**src/core/watchdog_pkg.sv**
```systemverilog
// Shared constants and types for the watchdog timer control block.
// Assumes a single 40 MHz system clock and a classic Wishbone slave port.
package watchdog_pkg;

    // ------------------------------------------------------------------
    // Bus geometry and register offsets (byte addresses)
    // ------------------------------------------------------------------
    localparam int unsigned ADDR_W            = 8;
    localparam int unsigned DATA_W            = 32;
    localparam logic [7:0]  CTRL_OFFSET       = 8'h90;
    localparam logic [7:0]  RESTART_OFFSET    = 8'h94;
    localparam logic [7:0]  IRQ_STATUS_OFFSET = 8'h98;
    localparam logic [7:0]  IRQ_MASK_OFFSET   = 8'h9c;

    // ------------------------------------------------------------------
    // Control register fields and reset value
    // ------------------------------------------------------------------
    localparam int unsigned EN_BIT     = 7;
    localparam int unsigned ACTION_BIT = 6;
    localparam int unsigned SRC_BIT    = 5;
    localparam int unsigned PERIOD_LSB = 0;
    localparam int unsigned PERIOD_W   = 2;
    localparam logic [7:0]  CTRL_RESET = 8'h00;

    // ------------------------------------------------------------------
    // Restart keys
    // ------------------------------------------------------------------
    localparam logic [7:0] KEY_ARM  = 8'ha5;
    localparam logic [7:0] KEY_FIRE = 8'h5a;

    // ------------------------------------------------------------------
    // Time-out periods in system clock cycles
    // ------------------------------------------------------------------
    localparam int unsigned CNT_W     = 27;
    localparam int unsigned PERIOD_00 = 134217728;
    localparam int unsigned PERIOD_01 = 33554432;
    localparam int unsigned PERIOD_10 = 4194304;
    localparam int unsigned PERIOD_11 = 262144;

    // ------------------------------------------------------------------
    // CPU reset pulse and interrupt status layout
    // ------------------------------------------------------------------
    localparam logic [3:0]  RESET_PULSE_LEN = 4'h8;
    localparam int unsigned IRQ_W           = 2;
    localparam int unsigned IRQ_TIMEOUT_BIT = 0;
    localparam int unsigned IRQ_RESTART_BIT = 1;

    // Restart key sequence state
    typedef enum logic {
        KEY_IDLE,
        KEY_ARMED
    } key_state_t;

endpackage

```
**src/core/watchdog_counter.sv**
```systemverilog
// Free counter that counts enabled cycles up to a terminal value.
// Assumes terminal value is stable while counting; reload has priority.
module watchdog_counter #(
    parameter int unsigned WIDTH = 27
) (
    input  wire logic             clk_i,
    input  wire logic             rst_i,
    input  wire logic             run_i,
    input  wire logic             reload_i,
    input  wire logic [WIDTH-1:0] last_i,
    output logic      [WIDTH-1:0] count_o,
    output logic                  expire_o
);

    // ------------------------------------------------------------------
    // Count and terminal detect
    // ------------------------------------------------------------------
    logic [WIDTH-1:0] count_q;
    logic [WIDTH-1:0] count_d;
    wire              at_last = run_i && (count_q >= last_i);

    // Wrap at the terminal value so the period repeats
    assign count_d  = (reload_i || at_last) ? '0 : count_q + WIDTH'(1);
    assign count_o  = count_q;
    assign expire_o = at_last && !reload_i;

    // Counter register
    always_ff @(posedge clk_i) begin
        if (rst_i) begin
            count_q <= '0;
        end else if (run_i || reload_i) begin
            count_q <= count_d;
        end
    end

endmodule // watchdog_counter

```
**src/core/watchdog_timer_control.sv**
```systemverilog
// Watchdog timer control: control register, restart keys, time-out actions.
// Assumes rst_i is the full-chip reset and a classic Wishbone master.
//
// Contract
// Control bit 7 enables counting system clocks
// Action bit zero: time-out resets the CPU
// Action bit one: time-out raises NMI instead
// Source flag bit 5 reads zero after chip reset
// Every time-out sets the source flag
// Period field selects 2^27, 2^25, 2^22, 2^18
// Enable cannot be cleared except by chip reset
// Writes A5h then 5Ah at 94h restart counting
module watchdog_timer_control #(
    parameter int unsigned PERIOD_SEL_00 = watchdog_pkg::PERIOD_00,
    parameter int unsigned PERIOD_SEL_01 = watchdog_pkg::PERIOD_01,
    parameter int unsigned PERIOD_SEL_10 = watchdog_pkg::PERIOD_10,
    parameter int unsigned PERIOD_SEL_11 = watchdog_pkg::PERIOD_11
) (
    input  wire logic                              clk_i,
    input  wire logic                              rst_i,
    input  wire logic [watchdog_pkg::ADDR_W-1:0]   adr_i,
    input  wire logic [watchdog_pkg::DATA_W-1:0]   dat_i,
    output logic      [watchdog_pkg::DATA_W-1:0]   dat_o,
    input  wire logic                              we_i,
    input  wire logic [3:0]                        sel_i,
    input  wire logic                              cyc_i,
    input  wire logic                              stb_i,
    output logic                                   ack_o,
    output logic                                   irq_o,
    output logic                                   cpu_reset_o,
    output logic                                   nmi_o
);
    import watchdog_pkg::*;

    // ------------------------------------------------------------------
    // Declarations
    // ------------------------------------------------------------------
    logic                 ack_q;
    logic [DATA_W-1:0]    rdata_q;
    logic                 en_q;
    logic                 action_q;
    logic                 src_q;
    logic [PERIOD_W-1:0]  period_q;
    key_state_t           key_q;
    key_state_t           key_d;
    logic [IRQ_W-1:0]     status_q;
    logic [IRQ_W-1:0]     status_d;
    logic [IRQ_W-1:0]     mask_q;
    logic                 irq_q;
    logic                 nmi_q;
    logic [3:0]           rst_cnt_q;
    logic                 cpu_reset_q;
    logic [CNT_W-1:0]     count;
    logic                 expire;

    // ------------------------------------------------------------------
    // Bus decode
    // ------------------------------------------------------------------
    // New access seen in the cycle before ack rises
    wire access     = cyc_i && stb_i && !ack_q;
    wire wr_lane0   = access && we_i && sel_i[0];
    wire rd_access  = access && !we_i;
    wire hit_ctrl   = (adr_i == CTRL_OFFSET);
    wire hit_rst    = (adr_i == RESTART_OFFSET);
    wire hit_status = (adr_i == IRQ_STATUS_OFFSET);
    wire hit_mask   = (adr_i == IRQ_MASK_OFFSET);
    wire wr_ctrl    = wr_lane0 && hit_ctrl;
    wire wr_key     = wr_lane0 && hit_rst;
    wire wr_mask    = wr_lane0 && hit_mask;
    wire rd_status  = rd_access && hit_status;
    wire [7:0] wbyte = dat_i[7:0];

    // Read view of the control register, bits 4:2 read zero
    wire [7:0] ctrl_view = {en_q, action_q, src_q, 3'h0, period_q};

    // Read multiplexer; restart register and unmapped read zero
    wire [DATA_W-1:0] rmux =
        hit_ctrl   ? {24'h000000, ctrl_view} :
        hit_status ? {{(DATA_W-IRQ_W){1'b0}}, status_q} :
        hit_mask   ? {{(DATA_W-IRQ_W){1'b0}}, mask_q} :
                     {DATA_W{1'b0}};

    // Acknowledge one cycle after the strobe, then drop
    always_ff @(posedge clk_i) begin
        if (rst_i) begin
            ack_q   <= 1'b0;
            rdata_q <= '0;
        end else begin
            ack_q   <= access;
            rdata_q <= rd_access ? rmux : '0;
        end
    end

    // ------------------------------------------------------------------
    // Control register
    // ------------------------------------------------------------------
    // Enable can be set by software but only cleared by chip reset
    wire en_d = en_q || (wr_ctrl && wbyte[EN_BIT]);

    always_ff @(posedge clk_i) begin
        if (rst_i) begin
            en_q     <= CTRL_RESET[EN_BIT];
            action_q <= CTRL_RESET[ACTION_BIT];
            period_q <= CTRL_RESET[PERIOD_LSB +: PERIOD_W];
        end else begin
            en_q <= en_d;
            if (wr_ctrl) begin
                action_q <= wbyte[ACTION_BIT];
                period_q <= wbyte[PERIOD_LSB +: PERIOD_W];
            end
        end
    end

    // Reset source flag: zero after chip reset, set on any time-out
    always_ff @(posedge clk_i) begin
        if (rst_i) begin
            src_q <= CTRL_RESET[SRC_BIT];
        end else if (expire) begin
            src_q <= 1'b1;
        end
    end

    // ------------------------------------------------------------------
    // Restart key sequence
    // ------------------------------------------------------------------
    // Any gap between the two keys without a time-out is allowed; a wrong value or a time-out disarms
    always_comb begin
        key_d = key_q;
        if (expire) begin
            key_d = KEY_IDLE;
        end else if (wr_key) begin
            unique case (key_q)
                KEY_IDLE:  key_d = (wbyte == KEY_ARM) ? KEY_ARMED : KEY_IDLE;
                KEY_ARMED: key_d = (wbyte == KEY_ARM) ? KEY_ARMED : KEY_IDLE;
            endcase
        end
    end

    // Second key while armed reloads the count
    wire restart = wr_key && (key_q == KEY_ARMED) && (wbyte == KEY_FIRE);

    always_ff @(posedge clk_i) begin
        if (rst_i) begin
            key_q <= KEY_IDLE;
        end else begin
            key_q <= key_d;
        end
    end

    // ------------------------------------------------------------------
    // Time-out counter
    // ------------------------------------------------------------------
    // Terminal count for the selected period
    wire [CNT_W-1:0] last_00 = CNT_W'(PERIOD_SEL_00 - 1);
    wire [CNT_W-1:0] last_01 = CNT_W'(PERIOD_SEL_01 - 1);
    wire [CNT_W-1:0] last_10 = CNT_W'(PERIOD_SEL_10 - 1);
    wire [CNT_W-1:0] last_11 = CNT_W'(PERIOD_SEL_11 - 1);
    wire [CNT_W-1:0] last_sel =
        (period_q == 2'h0) ? last_00 :
        (period_q == 2'h1) ? last_01 :
        (period_q == 2'h2) ? last_10 : last_11;

    // Counting runs only while enabled
    watchdog_counter #(
        .WIDTH    (CNT_W)
    ) u_counter (
        .clk_i    (clk_i),
        .rst_i    (rst_i),
        .run_i    (en_q),
        .reload_i (restart),
        .last_i   (last_sel),
        .count_o  (count),
        .expire_o (expire)
    );

    // ------------------------------------------------------------------
    // Time-out actions
    // ------------------------------------------------------------------
    // Reset pulse held for a fixed number of cycles, or one NMI pulse
    wire to_reset = expire && !action_q;
    wire to_nmi   = expire && action_q;

    always_ff @(posedge clk_i) begin
        if (rst_i) begin
            rst_cnt_q   <= 4'h0;
            cpu_reset_q <= 1'b0;
            nmi_q       <= 1'b0;
        end else begin
            nmi_q <= to_nmi;
            if (to_reset) begin
                rst_cnt_q   <= RESET_PULSE_LEN - 4'h1;
                cpu_reset_q <= 1'b1;
            end else if (rst_cnt_q != 4'h0) begin
                rst_cnt_q   <= rst_cnt_q - 4'h1;
            end else begin
                cpu_reset_q <= 1'b0;
            end
        end
    end

    // ------------------------------------------------------------------
    // Interrupt status and mask
    // ------------------------------------------------------------------
    // Read clears status; a new event in the same cycle wins
    wire [IRQ_W-1:0] events = {restart, expire};
    assign status_d = (rd_status ? {IRQ_W{1'b0}} : status_q) | events;

    // Mask write counts at once so the interrupt line never lags it
    wire [IRQ_W-1:0] mask_d = wr_mask ? wbyte[IRQ_W-1:0] : mask_q;

    always_ff @(posedge clk_i) begin
        if (rst_i) begin
            status_q <= '0;
            mask_q   <= '0;
            irq_q    <= 1'b0;
        end else begin
            status_q <= status_d;
            mask_q   <= mask_d;
            irq_q    <= |(status_d & mask_d);
        end
    end

    // ------------------------------------------------------------------
    // Outputs
    // ------------------------------------------------------------------
    assign ack_o       = ack_q;
    assign dat_o       = rdata_q;
    assign irq_o       = irq_q;
    assign cpu_reset_o = cpu_reset_q;
    assign nmi_o       = nmi_q;
endmodule // watchdog_timer_control
```
**config.mk**
```make
export PLATFORM = sky130hd
export DESIGN_NAME = watchdog_timer_control
export DESIGN_NICKNAME = d
export VERILOG_FILES = /design/src/core/watchdog_pkg.sv /design/src/core/watchdog_counter.sv /design/src/core/watchdog_timer_control.sv
export SDC_FILE = /design/constraint.sdc
export NUM_CORES = 1
export LEC_CHECK = 0
export BUFFER_PORTS_ARGS = -buffer_cell sky130_fd_sc_hd__buf_2
export CELL_PAD_IN_SITES_DETAIL_PLACEMENT = 2
export CELL_PAD_IN_SITES_GLOBAL_PLACEMENT = 2
export CORE_UTILIZATION = 32
export DETAILED_ROUTE_END_ITERATION = 6
export PLACE_DENSITY = 0.87
export SLEW_MARGIN = 20
export SYNTH_ARGS = -nofsm -noshare
export SYNTH_HDL_FRONTEND = slang
export SYNTH_SLANG_ARGS = --single-unit
```
**constraint.sdc**
```tcl
create_clock -name clk_i -period 6.8 [get_ports clk_i]
set_clock_uncertainty 0.2 [all_clocks]
set_input_delay 0.34 -clock clk_i [delete_from_list [all_inputs] [get_ports clk_i]]
set_output_delay 0.34 -clock clk_i [all_outputs]
set_load 0.05 [all_outputs]
```
==> qor.yml <==
die_w_um: 95.4
p_sw_uw: 189
hold_violations: 0
period_needed_ps: 2730
synth-edff-count: 0
yosysMostFrequentCell: "dfxtp_1"
gp_congestion: 0.785
clock-sinks: 50
yosys_warnings: 0
clkLatencyLatePin_ps: 320
cts_buffer_depth: 2
ir_drop_mv: 0.106
pwr-share-comb: 0.176
syn_area_per_cell_um2: 8.44
dieArea_um2: 9110
antenna_cells: 0
cts_resized: 0
area_growth_pct: 8.82
drt_iter0_markers: 61
r2r-start: "period_q[1]"
r2r_slack_ps: 4070
power_leakage_nw: 1.01
end_kind: "flip-flop"
cts_root_buffer: "clkbuf_8"
crit_type: "flip-flop to flip-flop"
syn_inst: 331
num_rows: 33
detail_route.first_pass.iterations: 4
cts_buffers: 5
core_region_area_um2: 8340
final_antenna_net_count: 0
drcViolationCount: 0
ys_types: 54
power.density_nw_per_um2: 210
overflow: 0
required_ps: 6790
async_flop_share: 0
viasPerCell: 5.62
cts_tree: "built"
clockPowerShare: 0.340
post_cts.repair.setup_buffers: 0
die_h_um: 95.4
grt_pass1_wl_um: 12600
wl_per_cell_um: 16.6
postRouteWirelength_um: 7680
hp-start: "dat_i[6]"
portBuffers: 30
ff2ff_path_depth: 7
maxClockFrequency_mhz: 366
io_pins: 85
yosysSeqAreaShare: 0.358
worstHoldPathCells: 3
grt_pass1_vias: 2585
holdPathEnd: "action_q"
htreeDepth: 2
max-slew-margin-rel: 0.364
initial_utilization: 0.335
grt_usage: 0.179
hold_buffers: 0
p_int_uw: 448
drv_slew: 0
p_sw_frac: 0.297
fin_crit_sh: 0.402
ys_top_cells_by_area: "dfxtp_1, buf_4, a21oi_1, or3_1, o31ai_1"
arrival_ps: 2720
r2r_end: "key_q"
setup_viol: 0
rsz0062_at_grt: "false"
clk_pin_slew_worst_paths_ps: 100
startpoint_type: "flip-flop"
path_max_fanout: 9
p_seq_frac: 0.484
vias: 2601
dp_hpwl_um: 5610
synth_ff_type: "dfxtp_1"
hold_path_class: "primary input to flip-flop"
synthTopCellsByCount: "dfxtp_1, a21oi_1, buf_4"
synth_top_area_share: 0.358
tns_ps: 0
syn_area_um2: 2790
antenna_found_initial: 0
tightest_slew_ps: 946
maxCapViolCount: 0
fin_nets: 411
status: "finished, final reports clean"
setup_ws_ps: 4070
pre_cts_ws_ps: 4010
drive_gt1_frac: 0.148
grt_max_degree: 51
synth-seq-cells: 50
synth_top_cell_by_area: "dfxtp_1"
## worst max path at each step
stage / start / endpoint / slack [ps] / cells after the start
6_report: period_q[1] / key_q / 4070 / 7
5_1_grt: period_q[1] / key_q / 3770 / 7
4_1_cts: period_q[1] / key_q / 4030 / 7
3_5_place_dp: period_q[1] / key_q / 4010 / 7
3_3_place_gp: adr_i[3] / u_counter.count_o[26] / 4230 / 7
2_1_floorplan: period_q[0] / u_counter.count_o[26] / 4530 / 8
## power groups by stage
| stage | clock network [mW] | logic (mW) | registers (mW) |
|---|---|---|---|
| 3_5_place_dp | 0 | 0.113 | 0.315 |
| 6_report | 0.217 | 0.112 | 0.308 |
| 5_1_grt | 0.234 | 0.121 | 0.309 |
| 3_3_place_gp | 0 | 0.107 | 0.315 |
| 2_1_floorplan | 0 | 0.101 | 0.314 |
| 4_1_cts | 0.226 | 0.113 | 0.309 |
## cells by family after synthesis
group / share of synthesized area
xor+xnor: 0.00941
fa+ha+maj: 0.0224
buf+inv: 0.107
mux: 0.0251
other cells: 0.00134
compound gates: 0.196
flops: 0.358
simple gates: 0.280
## cell usage in the layout, fill, tap and decap left out, types with 13 or more instances in the layout
| cell | count |
|---|---|
| a21oi_1 | 33 |
| buf_2 | 30 |
| conb_1 | 27 |
| dfxtp_1 | 50 |
| nand2_1 | 22 |
| nand3_1 | 17 |
| o21ai_0 | 18 |
| o31ai_1 | 13 |
| or3_1 | 17 |
| or4_1 | 13 |
## per-layer routing
layer  global-route usage  part of all wire  vias to the layer above
met3               0.0415             0.035                        6
met5                    0                 0                        -
met2                0.333              0.52                       39
li1                     -                 -                     1240
met1                0.205              0.44                     1316
met4               0.0410            0.0081                        0
## layout make-up
class | instances | area, um2
Sequential cell | 50 | 1000
Tap cell | 105 | 131
Timing Repair Buffer | 32 | 165
Clock inverter | 2 | 37.5
Clock buffer | 6 | 72.6
Fill cell | 969 | 5300
Inverter | 11 | 41.3
Multi-Input combinational cell | 257 | 1590
## flip-flops by register name, summed over array words and instances, names as in the netlist
register	count
period_q	2
cpu_reset_o	1
action_q	1
irq_o	1
nmi_o	1
status_q	2
mask_q	2
rst_cnt_q	4
key_q	1
en_q	1
dat_o	5
src_q	1
ack_o	1
u_counter.count_o	27
## metrics by stage
step,util,std cells,instance area [um2],power [mW],hold WS [ps]
6_report,0.365,463,3040,0.637,95.9
5_1_grt,0.365,463,3040,0.664,121
4_1_cts,0.365,463,3040,0.648,88.6
3_5_place_dp,0.351,455,2930,0.428,259
3_3_place_gp,0.351,455,2930,0.422,261
2_1_floorplan,-,357,2890,0.415,223
## critical path: stages (launching register included)
cell and delay (ps):
dfxtp_1 420, or2_2 330, ha_1 310, a21oi_1 130, o21ai_0 110, a41oi_1 390, o22ai_1 220, a2111oi_0 480
Power figures use the tool's default switching activity.
